**src/interval_timer_pkg.sv**
```systemverilog
// constants and types of the interval and time-base timer
package interval_timer_pkg;

  localparam int ADDR_W = 18;

  // ----------------------------------------------------------------
  // register indices, byte address is four times the index
  // ----------------------------------------------------------------
  localparam logic [15:0] MODE_IDX = 16'hFFB0;
  localparam logic [15:0] COUNT_IDX = 16'hFFB1;
  localparam logic [15:0] STAT_IDX = 16'hFFB4;
  localparam logic [15:0] MASK_IDX = 16'hFFB5;

  // ----------------------------------------------------------------
  // fields and reset values
  // ----------------------------------------------------------------
  localparam logic [7:0] MODE_RST = 8'h10;
  localparam logic [7:0] COUNT_RST = 8'h00;
  localparam logic [7:0] RSVD_MASK = 8'h10;
  localparam int CLKOUT_LSB = 5;
  localparam int BASE_BIT = 3;
  localparam int CLR_BIT = 2;
  localparam int OVF_BIT = 0;

  // ----------------------------------------------------------------
  // prescalers: system one spans /8192, subclock one spans /128
  // ----------------------------------------------------------------
  localparam int SYS_PRE_W = 13;
  localparam int SUB_PRE_W = 7;
  localparam int SUBCLK_HZ = 32768;

  localparam logic [1:0] RESP_OKAY = 2'h0;
  localparam logic [1:0] RESP_SLVERR = 2'h2;

  typedef enum logic [2:0] {
    PM_ACTIVE = 3'b000,
    PM_SLEEP = 3'b001,
    PM_WATCH = 3'b010,
    PM_SUBACTIVE = 3'b011,
    PM_SUBSLEEP = 3'b100,
    PM_STANDBY = 3'b101
  } power_mode_t;

endpackage

```
**src/interval_timer.sv**
```systemverilog
// interval and time-base timer with axi4-lite registers and clock output
`timescale 1ns/100ps
module interval_timer (
  input wire logic clk_in,
  input wire logic rstn_in,
  input wire logic [interval_timer_pkg::ADDR_W-1:0] s_axi_awaddr_in,
  input wire logic s_axi_awvalid_in,
  output logic s_axi_awready_out,
  input wire logic [31:0] s_axi_wdata_in,
  input wire logic [3:0] s_axi_wstrb_in,
  input wire logic s_axi_wvalid_in,
  output logic s_axi_wready_out,
  output logic [1:0] s_axi_bresp_out,
  output logic s_axi_bvalid_out,
  input wire logic s_axi_bready_in,
  input wire logic [interval_timer_pkg::ADDR_W-1:0] s_axi_araddr_in,
  input wire logic s_axi_arvalid_in,
  output logic s_axi_arready_out,
  output logic [31:0] s_axi_rdata_out,
  output logic [1:0] s_axi_rresp_out,
  output logic s_axi_rvalid_out,
  input wire logic s_axi_rready_in,
  input wire logic subclk_in,
  input wire logic [2:0] power_mode_in,
  input wire logic clkout_enable_in,
  output logic divided_clock_out,
  output logic irq_out
);

  // ----------------------------------------------------------------
  // declarations
  // ----------------------------------------------------------------
  logic [7:0] mode_r;
  logic [7:0] count_r;
  logic [interval_timer_pkg::SYS_PRE_W-1:0] sys_pre_r;
  logic [interval_timer_pkg::SUB_PRE_W-1:0] sub_pre_r;
  logic sub_meta_r;
  logic sub_sync_r;
  logic sub_prev_r;
  logic sub_tick;
  logic overflow_request_flag_r;
  logic overflow_irq_enable_r;
  logic awready_r;
  logic wready_r;
  logic bvalid_r;
  logic [1:0] bresp_r;
  logic aw_full_r;
  logic w_full_r;
  logic [15:0] aw_idx_r;
  logic [31:0] w_data_r;
  logic [3:0] w_strb_r;
  logic arready_r;
  logic rvalid_r;
  logic [1:0] rresp_r;
  logic [31:0] rdata_r;
  logic clkout_r;
  logic irq_r;
  logic do_write;
  logic lane0_write;
  logic [15:0] ar_idx;
  logic [3:0] count_src;
  logic base_mode_sel;
  logic hold_clear;
  logic run_interval;
  logic run_base;
  logic sys_hit;
  logic sub_hit;
  logic count_tick;
  logic overflow;
  logic out_wave;
  logic out_allowed;
  logic [2:0] clkout_sel;
  logic pm_active;
  logic pm_sleep;
  logic pm_subactive;
  logic pm_standby;

  assign s_axi_awready_out = awready_r;
  assign s_axi_wready_out = wready_r;
  assign s_axi_bvalid_out = bvalid_r;
  assign s_axi_bresp_out = bresp_r;
  assign s_axi_arready_out = arready_r;
  assign s_axi_rvalid_out = rvalid_r;
  assign s_axi_rresp_out = rresp_r;
  assign s_axi_rdata_out = rdata_r;
  assign divided_clock_out = clkout_r;
  assign irq_out = irq_r;

  assign pm_active = power_mode_in == interval_timer_pkg::PM_ACTIVE;
  assign pm_sleep = power_mode_in == interval_timer_pkg::PM_SLEEP;
  assign pm_subactive = power_mode_in == interval_timer_pkg::PM_SUBACTIVE;
  assign pm_standby = power_mode_in == interval_timer_pkg::PM_STANDBY;

  // ----------------------------------------------------------------
  // axi4-lite write channel
  // ----------------------------------------------------------------
  // address and data are parked independently; the response waits for both
  assign do_write = aw_full_r && w_full_r && !bvalid_r;
  assign lane0_write = do_write && w_strb_r[0];

  always_ff @(posedge clk_in) begin
    if (!rstn_in) begin
      awready_r <= 1'b1;
      wready_r <= 1'b1;
      aw_full_r <= 1'b0;
      w_full_r <= 1'b0;
      aw_idx_r <= 16'h0000;
      w_data_r <= 32'h00000000;
      w_strb_r <= 4'h0;
      bvalid_r <= 1'b0;
      bresp_r <= interval_timer_pkg::RESP_OKAY;
    end else begin
      if (s_axi_awvalid_in && awready_r) begin
        aw_full_r <= 1'b1;
        awready_r <= 1'b0;
        aw_idx_r <= s_axi_awaddr_in[interval_timer_pkg::ADDR_W-1:2];
      end
      if (s_axi_wvalid_in && wready_r) begin
        w_full_r <= 1'b1;
        wready_r <= 1'b0;
        w_data_r <= s_axi_wdata_in;
        w_strb_r <= s_axi_wstrb_in;
      end
      if (do_write) begin
        aw_full_r <= 1'b0;
        w_full_r <= 1'b0;
        bvalid_r <= 1'b1;
        case (aw_idx_r)
          interval_timer_pkg::MODE_IDX,
          interval_timer_pkg::COUNT_IDX,
          interval_timer_pkg::STAT_IDX,
          interval_timer_pkg::MASK_IDX: bresp_r <= interval_timer_pkg::RESP_OKAY;
          default: bresp_r <= interval_timer_pkg::RESP_SLVERR;
        endcase
      end
      if (bvalid_r && s_axi_bready_in) begin
        bvalid_r <= 1'b0;
        awready_r <= 1'b1;
        wready_r <= 1'b1;
      end
    end
  end

  // ----------------------------------------------------------------
  // axi4-lite read channel
  // ----------------------------------------------------------------
  assign ar_idx = s_axi_araddr_in[interval_timer_pkg::ADDR_W-1:2];

  always_ff @(posedge clk_in) begin
    if (!rstn_in) begin
      arready_r <= 1'b1;
      rvalid_r <= 1'b0;
      rresp_r <= interval_timer_pkg::RESP_OKAY;
      rdata_r <= 32'h00000000;
    end else if (s_axi_arvalid_in && arready_r) begin
      arready_r <= 1'b0;
      rvalid_r <= 1'b1;
      rresp_r <= interval_timer_pkg::RESP_OKAY;
      rdata_r <= 32'h00000000;
      case (ar_idx)
        interval_timer_pkg::MODE_IDX: rdata_r <= {24'h000000, mode_r | interval_timer_pkg::RSVD_MASK};
        // the cpu runs off the subclock in subactive, the count is not coherent then
        interval_timer_pkg::COUNT_IDX: rdata_r <= pm_subactive ? 32'h00000000 : {24'h000000, count_r};
        interval_timer_pkg::STAT_IDX: rdata_r <= {31'h0, overflow_request_flag_r};
        interval_timer_pkg::MASK_IDX: rdata_r <= {31'h0, overflow_irq_enable_r};
        default: rresp_r <= interval_timer_pkg::RESP_SLVERR;
      endcase
    end else if (rvalid_r && s_axi_rready_in) begin
      rvalid_r <= 1'b0;
      arready_r <= 1'b1;
    end
  end

  // ----------------------------------------------------------------
  // mode and mask registers
  // ----------------------------------------------------------------
  always_ff @(posedge clk_in) begin
    if (!rstn_in) begin
      mode_r <= interval_timer_pkg::MODE_RST;
    end else if (lane0_write && aw_idx_r == interval_timer_pkg::MODE_IDX) begin
      mode_r <= w_data_r[7:0] | interval_timer_pkg::RSVD_MASK;
    end
  end

  always_ff @(posedge clk_in) begin
    if (!rstn_in) begin
      overflow_irq_enable_r <= 1'b0;
    end else if (lane0_write && aw_idx_r == interval_timer_pkg::MASK_IDX) begin
      overflow_irq_enable_r <= w_data_r[interval_timer_pkg::OVF_BIT];
    end
  end

  // ----------------------------------------------------------------
  // subclock synchroniser and prescalers
  // ----------------------------------------------------------------
  always_ff @(posedge clk_in) begin
    if (!rstn_in) begin
      sub_meta_r <= 1'b0;
      sub_sync_r <= 1'b0;
      sub_prev_r <= 1'b0;
    end else begin
      sub_meta_r <= subclk_in;
      sub_sync_r <= sub_meta_r;
      sub_prev_r <= sub_sync_r;
    end
  end

  assign sub_tick = sub_sync_r && !sub_prev_r;
  assign count_src = mode_r[3:0];
  assign base_mode_sel = count_src[interval_timer_pkg::BASE_BIT];
  assign hold_clear = base_mode_sel && count_src[interval_timer_pkg::CLR_BIT];

  always_ff @(posedge clk_in) begin
    if (!rstn_in) begin
      sys_pre_r <= '0;
    end else begin
      sys_pre_r <= sys_pre_r + 1'b1;
    end
  end

  always_ff @(posedge clk_in) begin
    if (!rstn_in) begin
      sub_pre_r <= '0;
    end else if (hold_clear) begin
      sub_pre_r <= '0;
    end else if (sub_tick) begin
      sub_pre_r <= sub_pre_r + 1'b1;
    end
  end

  // ----------------------------------------------------------------
  // count tick selection
  // ----------------------------------------------------------------
  // a tap fires in the one cycle where all prescaler bits below it are ones
  always_comb begin
    case (count_src[2:0])
      3'h0: sys_hit = &sys_pre_r[12:0];
      3'h1: sys_hit = &sys_pre_r[11:0];
      3'h2: sys_hit = &sys_pre_r[10:0];
      3'h3: sys_hit = &sys_pre_r[8:0];
      3'h4: sys_hit = &sys_pre_r[7:0];
      3'h5: sys_hit = &sys_pre_r[6:0];
      3'h6: sys_hit = &sys_pre_r[4:0];
      default: sys_hit = &sys_pre_r[2:0];
    endcase
  end

  // 256 ticks of subclock /128, /64, /32, /4 give 1, 0.5, 0.25, 0.03125 s
  always_comb begin
    case (count_src[1:0])
      2'h0: sub_hit = &sub_pre_r[6:0];
      2'h1: sub_hit = &sub_pre_r[5:0];
      2'h2: sub_hit = &sub_pre_r[4:0];
      default: sub_hit = &sub_pre_r[1:0];
    endcase
  end

  assign run_interval = pm_active || pm_sleep;
  assign run_base = !pm_standby;
  assign count_tick = base_mode_sel ?
    (!hold_clear && run_base && sub_tick && sub_hit) : (run_interval && sys_hit);
  assign overflow = count_tick && count_r == 8'hFF;

  // ----------------------------------------------------------------
  // counter, overflow flag and interrupt
  // ----------------------------------------------------------------
  always_ff @(posedge clk_in) begin
    if (!rstn_in) begin
      count_r <= interval_timer_pkg::COUNT_RST;
    end else if (hold_clear) begin
      count_r <= 8'h00;
    end else if (count_tick) begin
      count_r <= count_r + 8'h01;
    end
  end

  // a new overflow beats a same-cycle write-one-to-clear
  always_ff @(posedge clk_in) begin
    if (!rstn_in) begin
      overflow_request_flag_r <= 1'b0;
    end else if (overflow) begin
      overflow_request_flag_r <= 1'b1;
    end else if (lane0_write && aw_idx_r == interval_timer_pkg::STAT_IDX &&
                 w_data_r[interval_timer_pkg::OVF_BIT]) begin
      overflow_request_flag_r <= 1'b0;
    end
  end

  always_ff @(posedge clk_in) begin
    if (!rstn_in) begin
      irq_r <= 1'b0;
    end else begin
      irq_r <= overflow_request_flag_r && overflow_irq_enable_r;
    end
  end

  // ----------------------------------------------------------------
  // clock output
  // ----------------------------------------------------------------
  assign clkout_sel = mode_r[7:interval_timer_pkg::CLKOUT_LSB];

  always_comb begin
    case (clkout_sel)
      3'h0: out_wave = sys_pre_r[4];
      3'h1: out_wave = sys_pre_r[3];
      3'h2: out_wave = sys_pre_r[2];
      3'h3: out_wave = sys_pre_r[1];
      3'h4: out_wave = sub_pre_r[4];
      3'h5: out_wave = sub_pre_r[3];
      3'h6: out_wave = sub_pre_r[2];
      default: out_wave = sub_pre_r[1];
    endcase
  end

  assign out_allowed = clkout_sel[2] ? (pm_active || pm_sleep || pm_subactive)
                                     : (pm_active || pm_sleep);

  always_ff @(posedge clk_in) begin
    if (!rstn_in) begin
      clkout_r <= 1'b0;
    end else begin
      clkout_r <= clkout_enable_in && out_allowed && out_wave;
    end
  end
endmodule

```
**config.mk**
```make
export PLATFORM = sky130hd
export DESIGN_NAME = interval_timer
export DESIGN_NICKNAME = d
export VERILOG_FILES = /design/src/interval_timer_pkg.sv /design/src/interval_timer.sv
export SDC_FILE = /design/constraint.sdc
export NUM_CORES = 1
export LEC_CHECK = 0
export ABC_AREA = 0
export BUFFER_PORTS_ARGS = -buffer_cell sky130_fd_sc_hd__buf_2
export CAP_MARGIN = 20
export CORE_MARGIN = 4
export CORE_UTILIZATION = 30
export CTS_BUF_LIST = sky130_fd_sc_hd__clkbuf_4
export DETAILED_ROUTE_END_ITERATION = 10
export GPL_TIMING_DRIVEN = 0
export PLACE_DENSITY = 0.59
export SLEW_MARGIN = 20
export SYNTH_ARGS = -nofsm -noshare
export SYNTH_HDL_FRONTEND = slang
export SYNTH_SLANG_ARGS = --single-unit
```
**constraint.sdc**
```tcl
create_clock -name clk_in -period 5.8 [get_ports clk_in]
set_input_delay 1.45 -clock clk_in [delete_from_list [all_inputs] [get_ports clk_in]]
set_output_delay 1.45 -clock clk_in [all_outputs]
set_load 0.01 [all_outputs]
```
==> results.toml <==
[pwr]
power_density_nw_per_um2 = 217
ir_drop_mv = 0.146
leakagePower_nw = 2.04

[global_route]
grt_max_degree = 15
first_global_vias = 3217
grt.overflow.total = 0
antenna_found_initial = 0
grt_usage_pct = 12.6
grt_pass1_wl_mm = 15.0

[run_status]
status = "complete, no violations"

[critical_path]
cp_common_cell = "a22o_1"
crit_path_start_kind = "input port"
path_class = "input port to flip-flop"
crit_family = "simple AND/OR/NAND/NOR gates"
crit_path_end_kind = "flip-flop"
cp_num_buf_inv = 1
crit_chain = "buf_2, or2_1, nor4_1, nand2b_1, nor2_1, a22o_1, a22o_1"
critPathMaxStageDelay_ps = 570
crit_fanout = 7
cp_data_required_time_ps = 6190
slowest_stage = "nor4_1"
critical_path_arrival_ps = 3360

[cts]
clock_latency_ps = 450
post-cts-setup-buffers = 0
ctsResizeCount = 0
numCtsBuffers = 9
clockBufferDepth = 2
path_clk_slew_ps = 140
htreeDepth = 3
clock-root-buffer = "clkbuf_4"
cts_tree = "yes"
clock_sink_count = 83
hold_buffers = 0

[yosys]
syn_area_um2 = 3980
synth_cell_types = 58
synth_enable_flop_cells = 0
syn_area_per_cell_um2 = 9.07
ys.flop_type = "dfxtp_1"
seq_area_frac_synth_pct = 41.7
syn_inst = 439
async_flop_share_pct = 0
ys_ff_latch = 83
synth_warnings = 0

[detailed_routing]
first_pass_iters = 4
wirelength_mm = 9.36
top_layer = "met4"
wl_met1_mm = 4.18
drc = 0
route.met2.wl_mm = 4.66
wire_per_inst_um = 13.0
routed-wl-met3_um = 308
dr_total_vias = 3294
drt_iter0_markers = 114
ant_nets = 0
viasPerCell = 4.58

[timing]
fin_crit_sh_pct = 51.2
fin_ws_ps = 2830
min_period_ps = 2970
clock_skew_ps = 20.6
finalSetupTns_ps = 0
worst_slew_pin_slew_ps = 621
slew_violations = 0
worst_hold_slack_ps = 449
rsz0062_at_grt = "false"
slew_headroom_pct = 58.3
setup_viol = 0
finalHoldViolations = 0
max_freq_mhz = 337

[die]
dieHeight_um = 123
fp.dieW_um = 123
die-area_um2 = 15200
coreArea_um2 = 12800
io_pins = 127
rows = 41
start_util_pct = 31.1

[placement]
dp_hpwl_mm = 7.26
port-buffer-count = 67
place_inst = 703
gp_congestion = 0.831
place_ws_ps = 2340

[worst_hold_path]
hold_class = "flip-flop to flip-flop"

[run]
max-cap-violations = 0

[final_layout]
fin_util_pct = 37.2
layout.nets = 633
finalNonFillerCells = 720
area_growth_pct = 19.8
drive_gt1_share_pct = 23.2
[final timing paths]
path / slack, ps / startpoint / to / depth (start not counted)
hold / removal: 450 / sub_sync_r$_SDFF_PN0_ / sub_prev_r$_SDFF_PN0_ / 1
setup / recovery: 2830 / s_axi_araddr_in[3] / s_axi_rdata_out[7]$_SDFFE_PN0P_ / 7
setup reg to reg: 3310 / sys_pre_r[3]$_SDFF_PN0_ / overflow_request_flag_r$_SDFFE_PN0P_ / 9
hold reg to reg: 450 / sub_sync_r$_SDFF_PN0_ / sub_prev_r$_SDFF_PN0_ / 1
[state kept, by name (all words and copies together) (netlist names), 7 cells and up]
signal,count
aw_idx_r,16
sub_pre_r,7
mode_r,7
sys_pre_r,13
s_axi_rdata_out,8
w_data_r,7
count_r,8
[stage by stage]
stage,area [µm²],power (mW)
2_1_floorplan,4080,0.672
3_3_place_gp,4630,0.707
3_5_place_dp,4630,0.711
4_1_cts,4770,1.05
5_1_grt,4770,1.09
6_report,4770,1.04
[cell usage in the layout (no fill, tap or decap), types with 3 or more instances in the layout]
cell	n
nor2_1	17
o21ai_0	5
xnor2_1	9
and2_1	21
clkbuf_1	18
and3_1	5
a21boi_0	26
a22o_1	13
nand4_1	10
xor2_1	3
a211oi_1	3
nor2b_1	14
o21ai_1	3
clkbuf_4	10
a21oi_1	9
nor3_1	4
dfxtp_1	83
inv_1	5
nand2_1	70
or4_1	3
buf_2	71
buf_4	26
nand3_1	16
mux2i_1	16
o31ai_1	3
ha_1	7
nand2b_1	8
conb_1	26
[cell usage after synthesis, types with 5 or more instances]
| master | instances | area share (%) |
|---|---|---|
| dfxtp_1 | 83 | 42 |
| nand2_1 | 70 | 6.6 |
| a21boi_0 | 26 | 4.9 |
| buf_4 | 26 | 4.9 |
| and2_1 | 21 | 3.3 |
| clkbuf_1 | 18 | 1.7 |
| nor2_1 | 17 | 1.6 |
| mux2i_1 | 16 | 4.0 |
| nand3_1 | 16 | 2.0 |
| nor2b_1 | 14 | 2.2 |
| a22o_1 | 13 | 2.9 |
| nand4_1 | 10 | 1.6 |
| a21oi_1 | 9 | 1.1 |
| xnor2_1 | 9 | 2.0 |
| nand2b_1 | 8 | 1.3 |
| ha_1 | 7 | 2.2 |
| and3_1 | 5 | 0.79 |
| inv_1 | 5 | 0.47 |
| o21ai_0 | 5 | 0.63 |
[worst register-to-register path: cells and delay by family, from the launching register on]
| family | cells | cell delay, ps |
|---|---|---|
| fa+ha+maj | 1 | 170 |
| mux | 1 | 70 |
| compound gates | 5 | 1180 |
| flops | 1 | 440 |
| simple gates | 2 | 550 |
[final cells by class]
cell class | count | area (µm²)
antenna | 1 | 2.50
sequential | 83 | 1660
tap | 172 | 215
clock inverter | 6 | 65.1
buffer | 48 | 283
multi-input combinational | 328 | 2110
timing repair buffer | 67 | 335
clock buffer | 10 | 75.1
inverter | 5 | 18.8
fill | 1358 | 8050
[layer usage]
metal / up-vias / track usage [%]
met1: 1534 / 14.9
met5: - / 0
li1: 1683 / -
met2: 63 / 21.5
met3: 14 / 3.20
met4: 0 / 5.95
[power breakdown]
part           internal [mW]  switching, mW
Combinational         0.0464         0.0529
Clock                  0.137          0.203
Sequential             0.587         0.0105
[logic make-up (layout without fill, tap and decap cells)]
group	after synthesis	in the layout	share of synthesized area (%)
simple gates	185	185	24.8
flops	83	83	41.7
compound gates	80	80	15.7
buf+inv	53	136	7.57
mux	18	18	5.24
xor+xnor	12	12	2.64
fa+ha+maj	7	7	2.20
other cells	1	27	0.0941
Power figures use the tool's default switching activity.
